`config.mk`:
```
export PLATFORM = sky130hd
export DESIGN_NAME = operand_address_generator
export DESIGN_NICKNAME = d
export VERILOG_FILES = /design/src/include/oper_addr_pkg.sv /design/src/operand_address_generator.sv /design/src/short_map.sv
export SDC_FILE = /design/constraint.sdc
export NUM_CORES = 1
export LEC_CHECK = 0
export ABC_AREA = 1
export BUFFER_PORTS_ARGS = -buffer_cell sky130_fd_sc_hd__buf_2
export CAP_MARGIN = 30
export CORE_UTILIZATION = 50
export CTS_BUF_LIST = sky130_fd_sc_hd__clkbuf_4
export DETAILED_ROUTE_END_ITERATION = 10
export PLACE_DENSITY = 0.95
export SYNTH_ARGS = -nofsm -noshare
export SYNTH_HDL_FRONTEND = slang
export SYNTH_SLANG_ARGS = --single-unit
```
`constraint.sdc`:
```
create_clock -name clk_in -period 4.94 [get_ports clk_in]
set_input_delay 0.741 -clock clk_in [delete_from_list [all_inputs] [get_ports clk_in]]
set_output_delay 0.741 -clock clk_in [all_outputs]
set_load 0.1 [all_outputs]
```
`src/include/oper_addr_pkg.sv`:
```
package oper_addr_pkg;
   // Addressing modes offered by the decode stage
   typedef enum logic [2:0] {
      MODE_DIRECT,
      MODE_SHORT,
      MODE_SPECIAL,
      MODE_REG,
      MODE_PAIR,
      MODE_INDIRECT,
      MODE_BASED,
      MODE_STACK
   } addr_mode_t;

   // Short direct window bounds
   localparam logic [15:0] SHORT_LOW = 16'hFE80;
   localparam logic [15:0] SHORT_HIGH = 16'hFF1F;
   localparam logic [15:0] RAM_HIGH = 16'hFEFF;
   localparam logic [15:0] SPECIAL_BASE = 16'hFF00;
   localparam logic [7:0] SHORT_SPECIAL_TOP = 8'h1F;
   localparam logic [6:0] SHORT_UPPER_BITS = 7'h7F;
   localparam logic [7:0] SPECIAL_PAGE = 8'hFF;
   // Internal high-speed RAM region reachable by the stack
   localparam logic [15:0] RAM_LOW = 16'hFE80;
   // Absolute numbers of register pairs
   localparam logic [1:0] PAIR_AX = 2'h0;
   localparam logic [1:0] PAIR_BC = 2'h1;
   localparam logic [1:0] PAIR_DE = 2'h2;
   localparam logic [1:0] PAIR_HL = 2'h3;
   // Reset values
   localparam logic [15:0] ADDR_RESET = 16'h0000;
   localparam logic [2:0] REG_RESET = 3'h0;
endpackage : oper_addr_pkg

```
`src/operand_address_generator.sv`:
```
`timescale 1ns/1ps
`default_nettype none
// Functional notes
// RULE1: Direct mode uses 16-bit immediate address
// RULE2: Short direct maps into FE80H-FF1FH window; operands 20H-7FH land below it at FE20H-FE7FH
// RULE3: Window holds RAM then special registers
// RULE4: Operands 80H-FFH clear address bit eight
// RULE5: Operands 00H-1FH set address bit eight
// RULE6: Upper bits high, low bits from operand
// RULE7: Word short operands need even address
// RULE8: Special mode uses FF00H page plus immediate
// RULE9: Low 32 special bytes use short mode
// RULE10: Three-bit code picks one byte register
// RULE11: Four pairs and eight registers numbered
// RULE12: Indirect uses selected pair contents
// RULE13: Based adds zero-extended byte to pair
// RULE14: Based sum wraps, carry discarded
// RULE15: Stack pointer addresses stack operations
// RULE16: Stack accesses only internal high-speed RAM
module operand_address_generator
   import oper_addr_pkg::*;
(
   // Clock, reset, enable
   input wire logic clk_in,
   input wire logic reset_in,
   input wire logic clk_en_in,
   // Decode request
   input wire logic req_valid_in,
   input wire addr_mode_t mode_in,
   input wire logic word_op_in,
   input wire logic [15:0] imm16_in,
   input wire logic [7:0] imm8_in,
   input wire logic [2:0] reg_code_in,
   input wire logic [1:0] pair_code_in,
   // Register and stack pointer values
   input wire logic [15:0] pair_ax_in,
   input wire logic [15:0] pair_bc_in,
   input wire logic [15:0] pair_de_in,
   input wire logic [15:0] base_pointer_pair_in,
   input wire logic [15:0] stack_ptr_in,
   // Results
   output logic addr_valid_out,
   output logic [15:0] mem_addr_out,
   output logic mem_sel_out,
   output logic reg_sel_out,
   output logic [2:0] reg_num_out,
   output logic pair_sel_out,
   output logic [1:0] pair_num_out,
   output logic addr_error_out
);
   // Mapped short address from the leaf
   logic [15:0] short_addr;
   // Selected pair contents
   logic [15:0] pair_value;
   // Combinational address and flags
   logic [15:0] addr_d;
   logic mem_d;
   logic err_d;
   // Registered results
   logic valid_q;
   logic [15:0] addr_q;
   logic mem_q;
   logic reg_q;
   logic pair_q;
   logic [2:0] reg_num_q;
   logic [1:0] pair_num_q;
   logic err_q;

   // Short direct mapping lives in its own module for reuse
   short_map u_short (
      .operand_in(imm8_in),
      .address_out(short_addr)
   );

   // Pair selection by absolute number
   always_comb begin
      case (pair_code_in)
         PAIR_AX: pair_value = pair_ax_in; // RULE11 RULE12
         PAIR_BC: pair_value = pair_bc_in;
         PAIR_DE: pair_value = pair_de_in;
         PAIR_HL: pair_value = base_pointer_pair_in;
         default: pair_value = pair_ax_in;
      endcase
   end

   // Address formation per mode
   always_comb begin
      addr_d = ADDR_RESET;
      mem_d = 1'b1;
      err_d = 1'b0;
      case (mode_in)
         // Full reach of the memory space
         MODE_DIRECT: addr_d = imm16_in; // RULE1
         // Window into RAM and low special registers
         MODE_SHORT: begin
            addr_d = short_addr; // RULE2 RULE3 RULE9
            // Word operands must be even so both bytes stay inside
            if (word_op_in && imm8_in[0]) begin
               err_d = 1'b1; // RULE7
            end
         end
         // Whole special page
         MODE_SPECIAL: addr_d = {SPECIAL_PAGE, imm8_in}; // RULE8
         // Register targets carry no memory address
         MODE_REG: mem_d = 1'b0; // RULE10
         MODE_PAIR: mem_d = 1'b0; // RULE11
         MODE_INDIRECT: addr_d = pair_value; // RULE12
         // 16-bit sum; the carry simply falls off the top
         MODE_BASED: addr_d = 16'(base_pointer_pair_in + {8'h00, imm8_in}); // RULE13 RULE14
         MODE_STACK: begin
            addr_d = stack_ptr_in; // RULE15
            // Stack outside internal RAM is flagged, never silently used
            if (stack_ptr_in < RAM_LOW || stack_ptr_in > RAM_HIGH) begin
               err_d = 1'b1; // RULE16
            end
         end
         default: mem_d = 1'b0;
      endcase
   end

   // Result valid strobe
   always_ff @(posedge clk_in) begin
      if (reset_in) begin
         valid_q <= 1'b0;
      end else if (clk_en_in) begin
         valid_q <= req_valid_in;
      end
   end

   // Address and selection registers
   always_ff @(posedge clk_in) begin
      if (reset_in) begin
         addr_q <= ADDR_RESET;
         mem_q <= 1'b0;
         reg_q <= 1'b0;
         pair_q <= 1'b0;
         reg_num_q <= REG_RESET;
         pair_num_q <= PAIR_AX;
         err_q <= 1'b0;
      end else if (clk_en_in && req_valid_in) begin
         addr_q <= addr_d;
         mem_q <= mem_d && !err_d;
         reg_q <= (mode_in == MODE_REG); // RULE10
         pair_q <= (mode_in == MODE_PAIR); // RULE11
         reg_num_q <= reg_code_in; // RULE10
         pair_num_q <= pair_code_in; // RULE11
         err_q <= err_d;
      end
   end

   // Outputs come straight from the result registers, so all but the valid strobe hold between requests
   assign addr_valid_out = valid_q;
   assign mem_addr_out = addr_q;
   assign mem_sel_out = mem_q;
   assign reg_sel_out = reg_q;
   assign pair_sel_out = pair_q;
   assign reg_num_out = reg_num_q;
   assign pair_num_out = pair_num_q;
   assign addr_error_out = err_q;

   // Window operands always land inside the window; 20H..7FH fall below it by design
   AST_SHORT_WINDOW: assert property (@(posedge clk_in) disable iff (reset_in) // RULE2
      (clk_en_in && req_valid_in && mode_in == MODE_SHORT &&
      (imm8_in <= 8'h1F || imm8_in >= 8'h80)) |=>
      (mem_addr_out >= SHORT_LOW && mem_addr_out <= SHORT_HIGH))
      else $error("short address outside window");
   AST_SHORT_LOW_SPECIAL: assert property (@(posedge clk_in) disable iff (reset_in) // RULE5
      (clk_en_in && req_valid_in && mode_in == MODE_SHORT && imm8_in <= 8'h1F) |=>
      (mem_addr_out[8] && mem_addr_out >= SPECIAL_BASE))
      else $error("low short operand missed special area");
   AST_SHORT_RAM: assert property (@(posedge clk_in) disable iff (reset_in) // RULE4
      (clk_en_in && req_valid_in && mode_in == MODE_SHORT && imm8_in >= 8'h80) |=>
      (!mem_addr_out[8] && mem_addr_out <= RAM_HIGH))
      else $error("high short operand missed RAM");
   AST_DIRECT: assert property (@(posedge clk_in) disable iff (reset_in) // RULE1
      (clk_en_in && req_valid_in && mode_in == MODE_DIRECT) |=> (mem_addr_out == $past(imm16_in)))
      else $error("direct address mismatch");
   AST_SPECIAL: assert property (@(posedge clk_in) disable iff (reset_in) // RULE8
      (clk_en_in && req_valid_in && mode_in == MODE_SPECIAL) |=>
      (mem_addr_out == {8'hFF, $past(imm8_in)}))
      else $error("special address mismatch");
   AST_BASED: assert property (@(posedge clk_in) disable iff (reset_in) // RULE14
      (clk_en_in && req_valid_in && mode_in == MODE_BASED) |=>
      (mem_addr_out == 16'($past(base_pointer_pair_in) + 16'($past(imm8_in)))))
      else $error("based sum mismatch");
   AST_ODD_WORD: assert property (@(posedge clk_in) disable iff (reset_in) // RULE7
      (clk_en_in && req_valid_in && mode_in == MODE_SHORT && word_op_in && imm8_in[0]) |=>
      (addr_error_out && !mem_sel_out))
      else $error("odd word short address accepted");
   // Stack results either sit in internal RAM or are flagged and withheld
   AST_STACK_RAM: assert property (@(posedge clk_in) disable iff (reset_in) // RULE16
      (clk_en_in && req_valid_in && mode_in == MODE_STACK) |=>
      ((mem_sel_out && !addr_error_out && mem_addr_out >= RAM_LOW && mem_addr_out <= RAM_HIGH) ||
       (addr_error_out && !mem_sel_out)))
      else $error("stack access outside RAM");
   AST_REG_NUM: assert property (@(posedge clk_in) disable iff (reset_in) // RULE10
      (clk_en_in && req_valid_in && mode_in == MODE_REG) |=>
      (reg_sel_out && !mem_sel_out && reg_num_out == $past(reg_code_in)))
      else $error("register selection mismatch");

   // Low short operands stay in the special register half of the window
   AST_SHORT_SPECIAL_HALF: assert property (@(posedge clk_in) disable iff (reset_in) // RULE3
      (clk_en_in && req_valid_in && mode_in == MODE_SHORT && imm8_in <= 8'h1F) |=>
      (mem_addr_out >= SPECIAL_BASE && mem_addr_out <= SHORT_HIGH))
      else $error("low short operand outside special half");

   // High short operands stay in the internal RAM half of the window
   AST_SHORT_RAM_HALF: assert property (@(posedge clk_in) disable iff (reset_in) // RULE3
      (clk_en_in && req_valid_in && mode_in == MODE_SHORT && imm8_in >= 8'h80) |=>
      (mem_addr_out >= SHORT_LOW && mem_addr_out <= RAM_HIGH))
      else $error("high short operand outside RAM half");

   // Upper seven bits are all ones, low byte is the operand itself
   AST_SHORT_FIELDS: assert property (@(posedge clk_in) disable iff (reset_in) // RULE6
      (clk_en_in && req_valid_in && mode_in == MODE_SHORT) |=>
      (mem_addr_out[15:9] == SHORT_UPPER_BITS && mem_addr_out[7:0] == $past(imm8_in)))
      else $error("short address fields mismatch");

   // Operands 20H..7FH also clear bit eight; they land below the window
   AST_SHORT_MID: assert property (@(posedge clk_in) disable iff (reset_in) // RULE4
      (clk_en_in && req_valid_in && mode_in == MODE_SHORT && imm8_in >= 8'h20 && imm8_in < 8'h80)
      |=> (!mem_addr_out[8]))
      else $error("mid short operand set bit eight");

   // Lowest 32 special registers are reached through the short mode
   AST_SHORT_LOW_PAGE: assert property (@(posedge clk_in) disable iff (reset_in) // RULE9
      (clk_en_in && req_valid_in && mode_in == MODE_SHORT && imm8_in <= 8'h1F) |=>
      (mem_addr_out == SPECIAL_BASE + 16'($past(imm8_in))))
      else $error("low special register not reached by short mode");

   // Special mode always selects memory inside the top page
   AST_SPECIAL_PAGE: assert property (@(posedge clk_in) disable iff (reset_in) // RULE8
      (clk_en_in && req_valid_in && mode_in == MODE_SPECIAL) |=>
      (mem_sel_out && !addr_error_out && mem_addr_out >= SPECIAL_BASE))
      else $error("special access outside top page");

   // Pair mode names the pair by its absolute number, no memory access
   AST_PAIR_NUM: assert property (@(posedge clk_in) disable iff (reset_in) // RULE11
      (clk_en_in && req_valid_in && mode_in == MODE_PAIR) |=>
      (pair_sel_out && !reg_sel_out && !mem_sel_out && pair_num_out == $past(pair_code_in)))
      else $error("pair selection mismatch");

   // Indirect address is the content of the pair named by the pair code
   AST_INDIRECT: assert property (@(posedge clk_in) disable iff (reset_in) // RULE12
      (clk_en_in && req_valid_in && mode_in == MODE_INDIRECT) |=>
      (mem_sel_out && mem_addr_out ==
         ($past(pair_code_in) == PAIR_AX ? $past(pair_ax_in) :
         $past(pair_code_in) == PAIR_BC ? $past(pair_bc_in) :
         $past(pair_code_in) == PAIR_DE ? $past(pair_de_in) : $past(base_pointer_pair_in))))
      else $error("indirect address mismatch");

   // Offset is the byte read as unsigned, measured up from the base pair
   AST_BASED_OFFSET: assert property (@(posedge clk_in) disable iff (reset_in) // RULE13
      (clk_en_in && req_valid_in && mode_in == MODE_BASED) |=>
      (16'(mem_addr_out - $past(base_pointer_pair_in)) == {8'h00, $past(imm8_in)}))
      else $error("based offset not zero-extended");

   // Stack operations address memory through the stack pointer
   AST_STACK_ADDR: assert property (@(posedge clk_in) disable iff (reset_in) // RULE15
      (clk_en_in && req_valid_in && mode_in == MODE_STACK) |=>
      (mem_addr_out == $past(stack_ptr_in)))
      else $error("stack address mismatch");

   // Even word operands in short mode pass without an error
   AST_EVEN_WORD: assert property (@(posedge clk_in) disable iff (reset_in) // RULE7
      (clk_en_in && req_valid_in && mode_in == MODE_SHORT && word_op_in && !imm8_in[0]) |=>
      (mem_sel_out && !addr_error_out))
      else $error("even word short address refused");

   // Direct mode is a plain memory access with full reach
   AST_DIRECT_SEL: assert property (@(posedge clk_in) disable iff (reset_in) // RULE1
      (clk_en_in && req_valid_in && mode_in == MODE_DIRECT) |=>
      (mem_sel_out && !addr_error_out && !reg_sel_out && !pair_sel_out))
      else $error("direct access not selected as memory");

   // A low enable freezes every result; the consumer may read them late
   AST_FREEZE: assert property (@(posedge clk_in) disable iff (reset_in)
      (!clk_en_in && !reset_in) |=>
      ($stable(addr_valid_out) && $stable(mem_addr_out) && $stable(mem_sel_out) &&
       $stable(addr_error_out) && $stable(reg_num_out) && $stable(pair_num_out)))
      else $error("results moved while enable was low");

   // Valid follows the request by exactly one enabled edge
   AST_VALID_PULSE: assert property (@(posedge clk_in) disable iff (reset_in)
      (clk_en_in && !reset_in) |=>
      (addr_valid_out == $past(req_valid_in)))
      else $error("valid strobe does not follow request");

   // Reset clears the strobe, the address and both flags
   AST_RESET_CLEAR: assert property (@(posedge clk_in)
      reset_in |=>
      (!addr_valid_out && !mem_sel_out && !addr_error_out && mem_addr_out == ADDR_RESET))
      else $error("results not cleared by reset");

   // Register mode selects a byte register and nothing else
   AST_REG_ONLY: assert property (@(posedge clk_in) disable iff (reset_in) // RULE10
      (clk_en_in && req_valid_in && mode_in == MODE_REG) |=>
      (!pair_sel_out && !addr_error_out && mem_addr_out == ADDR_RESET))
      else $error("register mode selected more than a register");

endmodule : operand_address_generator
`default_nettype wire

```
`src/short_map.sv`:
```
`timescale 1ns/1ps
`default_nettype none
// Maps 8-bit short operands 00H..1FH and 80H..FFH into the FE80H..FF1FH window
module short_map
   import oper_addr_pkg::*;
(
   // Operand
   input wire logic [7:0] operand_in,
   // Mapped address
   output logic [15:0] address_out
);
   // Operands 00H..1FH reach the special page, the rest page FE (internal RAM only for 80H..FFH)
   always_comb begin
      address_out = {SHORT_UPPER_BITS, (operand_in <= SHORT_SPECIAL_TOP), operand_in}; // RULE4 RULE5 RULE6
   end
endmodule : short_map
`default_nettype wire

```
### Yosys cells after proc, flatten, opt, wreduce, memory -nomap -nowiden

Index checks and enable logic that the tools add are counted.

| word-level totals | value |
|---|---|
| word-level logic and storage cells | 36 |
| output and inout bits | 26 |
| input bits | 117 |
| register bits | 26 |

| operators by class | value |
|---|---|
| reductions and logical operators | 8 |
| muxes and demuxes | 6 |
| add/sub/neg operators | 1 |
| equal/unequal tests | 10 |
| order comparisons | 3 |

Operator list:

| operator | count |
|---|---|
| case mux 16 bit (6 select lines) | 1 |
| case mux 16 bit (4 select lines) | 1 |
| adder 16 x 8 -> 16 bit | 1 |
| greater-than comparator 16 bit (second input constant) | 1 |
| < comparator 16 bit (second input constant) | 1 |
| equality test 3 bit (second input constant) | 4 |
| less-or-equal comparator 8 x 5 -> 1 bit (second input constant) | 1 |
| equality test 3 x 2 -> 1 bit (second input constant) | 2 |
| equality test 2 bit (second input constant) | 2 |
| equality test 3 x 1 -> 1 bit (second input constant) | 1 |
| logical AND 1 bit | 3 |
| logical NOT 3 bit | 1 |
| two-way mux 1 bit | 3 |
| equality test 2 x 1 -> 1 bit (second input constant) | 1 |
| logical NOT 2 bit | 1 |
| case mux 1 bit (2 select lines) | 1 |
| OR reduction 2 bit | 1 |
| logical NOT 1 bit | 1 |
| logical OR 1 bit | 1 |

### Depth between registers and ports, before layout

| depth | value |
|---|---|
| depth after elaboration | 6 |
| mapped depth | 14 |
| gate-level depth less buffers | 14 |

### By module

From an unflattened synthesis, not the netlist that was laid out.

| second synthesis, totals | value |
|---|---|
| cells, all modules | 489 |
| area total of the unflattened synthesis | 2,803.9 um2 |

Modules (own cells, without submodules):

| module | area each (um2) | cells each | times used | seq. area each (um2) |
|---|---|---|---|---|
| operand_address_generator | 2,670.1 | 469 | 1 | 520.5 |
| short_map | 133.9 | 20 | 1 | 0.0 |

### Least setup slack after synthesis

OpenSTA, ideal clock, no wires.

| timing | value |
|---|---|
| path kind | input port to flip-flop |
| start | in imm8_in[0] |
| end | reg addr_q[12] (netlist: mem_addr_out[12]) |
| stages on the path | 14 |
| library setup time | 0.070 ns |
| path buffers | 0 |
| slack | 2.845 ns |
| required time | 4.870 ns |
| arrival | 2.025 ns |
| cell sequence | ha_1 -> inv_1 -> fa_1 -> inv_1 -> nand3_1 -> nand3_1 -> nand2_1 -> nand2_1 -> nand2_1 -> nand2_1 -> nand3_1 -> nand2_1 -> nand2_1 -> a21oi_1 |

| between the ends | value |
|---|---|
| cells in the longest elaborated chain, start to end | 2 |

Ends and longest elaborated chain:

| what | line | RTL |
|---|---|---|
| start, declared | operand_address_generator.sv:32 | `input wire logic [7:0] imm8_in,` |
| adder 16 x 8 -> 16 bit | operand_address_generator.sv:109 | `MODE_BASED: addr_d = 16'(base_pointer_pair_in + {8'h00, imm8_in});` |
| case mux 16 bit (6 select lines) | operand_address_generator.sv:91 | `case (mode_in)` |
| end signal, assigned | operand_address_generator.sv:141 | `addr_q <= addr_d;` |
| end, declared | operand_address_generator.sv:61 | `logic [15:0] addr_q;` |

Every way passes these cells.
A chain may end at the register's enable or synchronous reset.

### Worst setup path after layout

| timing | value |
|---|---|
| start | in clk_en_in |
| end | reg err_q (netlist: addr_error_out) |

| between the ends | value |
|---|---|
| cells in the longest elaborated chain, start to end | 1 |

Ends and longest elaborated chain:

| what | line | RTL |
|---|---|---|
| start, declared | operand_address_generator.sv:26 | `input wire logic clk_en_in,` |
| logical AND 1 bit | operand_address_generator.sv:140 | `end else if (clk_en_in && req_valid_in) begin` |
| end signal, assigned | operand_address_generator.sv:147 | `err_q <= err_d;` |
| end, declared | operand_address_generator.sv:67 | `logic err_q;` |

Every way passes these cells.

==> results.sh <==
export IMPL_die_area_um2=5350
export IMPL_pwr_share_seq_pct=33.5
export IMPL_r2r_cells=4
export IMPL_synth_nets=581
export IMPL_met1_usage_pct=40.3
export IMPL_combPwrFrac_pct=45.0
export IMPL_port_buffers=142
export IMPL_drt_iter0_drc=251
export IMPL_ys_seq_area_share_pct=20.6
export IMPL_cts_path_max_buffers=2
export IMPL_grt_total_usage_pct=34.0
export IMPL_ys_warn_count=0
export IMPL_whs_ns=0.470
export IMPL_hold_path_depth=2
export IMPL_status="finished clean"
export IMPL_numCtsBuffers=3
export IMPL_grt_ovfl_total=0
export IMPL_cp_cell_sequence="buf_2, nand2_1, clkinv_1, o311ai_0, nand2_1, inv_1"
export IMPL_ant_nets=0
export IMPL_gp_congestion=0.909
export IMPL_yosys_cell_types_count=33
export IMPL_area_delta_synth_final_pct=30.5
export IMPL_clk_pin_slew_ns=0.14
export IMPL_ys_flop_type="dfxtp_1"
export IMPL_ir_worst_vdd_v=0.000171
export IMPL_critPathCaptureType="flop"
export IMPL_ioPinCount=143
export IMPL_criticalPathCategory="primary input to flop"
export IMPL_setup_tns_ns=0
export IMPL_die_h_um=73.1
export IMPL_syn_area_um2=2530
export IMPL_finalSetupViolations=0
export IMPL_p_switching_mw=0.280
export IMPL_initial_core_util_pct=52.9
export IMPL_nets=712
export IMPL_core_area_um2=4790
export IMPL_grt_pass1_wl_um=14000
export IMPL_power_mw=0.674
export IMPL_place_ws_ns=2.21
export IMPL_viasPerCell=5.58
export IMPL_p_leak_nw=1.79
export IMPL_slowest_delay_ns=0.81
export IMPL_dp_final_hpwl_um=7380
export IMPL_syn_instance_count=455
export IMPL_period_minus_slack_ns=2.48
export IMPL_firstDrtPassIters=5
export IMPL_critPathArrivalTime_ns=2.77
export IMPL_yosys_area_top_type="nand2_1"
export IMPL_drive_gt1_share_pct=26.5
export IMPL_max_slew_margin_pct=46.6
export IMPL_hold_viol=0
export IMPL_die_w_um=73.1
export IMPL_drc_errors=0
export IMPL_grt_pass1_vias=3149
export IMPL_swShare_pct=41.6
export IMPL_top_usage_layer="met2"
export IMPL_async_flop_share_pct=0
export IMPL_drt_wirelength_per_cell_um=14.2
export IMPL_hold_class="flop to flop"
export IMPL_grt_max_degree=28
export IMPL_met3_usage_pct=5.52
export IMPL_antenna_found_initial=0
export IMPL_rsz0062_at_grt="no"
export IMPL_num_vias=3638
export IMPL_slew_violations=0
export IMPL_skew_ns=0
export IMPL_clock_sinks=26
export IMPL_rows=25
export IMPL_routed_wirelength_um=9280
export IMPL_worst_path_max_delay_cell="clkinv_1"
export IMPL_cp_start_kind="primary input"
export IMPL_path_max_fanout=27
export IMPL_cts_resized_gates=0
export IMPL_synth_area_leaders="nand2_1, dfxtp_1, nand3_1"
export IMPL_grtUsageMet2_pct=61.2
export IMPL_cpMostUsedCell="nand2_1"
export IMPL_fin_util_pct=69.0
export IMPL_powerDensity_nw_per_um2=204
export IMPL_synth_seq_cells=26
export IMPL_h_tree_depth=1
export IMPL_synth_top_area_share_pct=27.2
export IMPL_worst_pin_slew_ns=0.799
export IMPL_diodes=0
export IMPL_synth_edf_count=0
export IMPL_worst_skew_pair_late_latency_ns=0.32
export IMPL_fin_crit_sh_pct=50.3
export IMPL_intPower_mw=0.393
export IMPL_cts_root_buf="clkbuf_4"
export IMPL_post_cts_buffers=0
export IMPL_hold_buffers=0
export IMPL_maxCapViolCount=0
export IMPL_power_frac_clock_pct=21.5
export IMPL_syn_area_per_cell_um2=5.56
export IMPL_cts_tree="built"
export IMPL_fmax_ghz=0.402
export IMPL_fin_ws_ns=2.46
export IMPL_cp_data_required_time_ns=5.23
sequential cells by signal, summed over array words and instances (netlist names):
signal,flops
pair_sel_out,1
addr_valid_out,1
mem_sel_out,1
reg_num_out,3
addr_error_out,1
pair_num_out,2
mem_addr_out,16
reg_sel_out,1
layer usage:
metal  part of all wire, %  vias up  routed length [um]
met1                    41     1603                3770
met2                    48      236                4480
li1                      -     1768                   -
met5                     0        -                   0
met4                   2.8        0                 262
met3                   8.2       31                 763
placed cells by master, fill, tap and decap left out, drive strengths merged:
master | synthesis | final
a211oi | 2 | 2
a21o | 1 | 1
a21oi | 42 | 42
a22o | 1 | 1
a31oi | 2 | 2
and2 | 1 | 1
buf | 8 | 142
bufinv | 0 | 1
clkbuf | 8 | 3
clkinv | 2 | 2
dfxtp | 26 | 26
fa | 1 | 1
ha | 8 | 8
inv | 44 | 44
nand2 | 184 | 184
nand3 | 53 | 53
nand3b | 2 | 2
nand4 | 7 | 7
nor2 | 20 | 20
nor3 | 7 | 7
nor3b | 1 | 1
o2111ai | 5 | 5
o211ai | 7 | 7
o21ai | 16 | 16
o221ai | 1 | 1
o311ai | 2 | 2
o31ai | 1 | 1
or2 | 3 | 3
cell families (layout without fill, tap and decap cells):
group | count (synthesis) | in the layout | share of synthesized area (%)
AND/OR/NAND/NOR | 278 | 278 | 46.5
AO/OA/AOI/OAI | 80 | 80 | 18.3
buffers and inverters | 62 | 192 | 9.84
flip-flops | 26 | 26 | 20.6
adder cells (fa/ha/maj) | 9 | 9 | 4.75
synth_stat cells (3+ instances only):
library cell / number
a21oi_1: 42
buf_2: 4
buf_4: 3
clkbuf_1: 8
dfxtp_1: 26
ha_1: 8
inv_1: 42
nand2_1: 183
nand3_1: 53
nand4_1: 7
nor2_1: 18
nor3_1: 6
o2111ai_1: 5
o211ai_1: 7
o21ai_0: 16
or2_2: 3
stage by stage:
stage / cell area, um2 / cells
2_1_floorplan: 2530 / 455
3_3_place_gp: 3250 / 648
3_5_place_dp: 3250 / 648
4_1_cts: 3300 / 652
5_1_grt: 3300 / 652
6_report: 3300 / 652
power by group through the flow:
stage,clock [mW],sequential (mW),combinational (mW)
after floorplan,0,0.305,0.124
after global placement,0,0.230,0.294
after detailed placement,0,0.230,0.297
after CTS,0.146,0.226,0.299
after global routing,0.155,0.227,0.327
final,0.145,0.226,0.303
critical path: cells and delay by family:
family	cells	cell delay, ns
simple gates	2	0.67
compound gates	1	0.37
buf+inv	3	0.97
final timing paths:
check                                              endpoint                        start  slack (ns)
worst min-delay path            reg_num_out[1]$_SDFFE_PP0P_  reg_num_out[1]$_SDFFE_PP0P_        0.47
worst max-delay path            addr_error_out$_SDFFE_PP0P_                    clk_en_in        2.46
worst max register to register  addr_error_out$_SDFFE_PP0P_  addr_error_out$_SDFFE_PP0P_        4.23
worst min register to register  reg_num_out[1]$_SDFFE_PP0P_  reg_num_out[1]$_SDFFE_PP0P_        0.47
cell type report:
type | count | area [um2]
multi-input cells | 367 | 1760
fillers | 461 | 1490
repair buffers | 142 | 711
flip-flops and latches | 26 | 520
inverters | 46 | 173
well taps | 67 | 83.8
clock inverters | 1 | 30.0
clock buffers | 3 | 22.5
(Power assumes the default switching activity.)
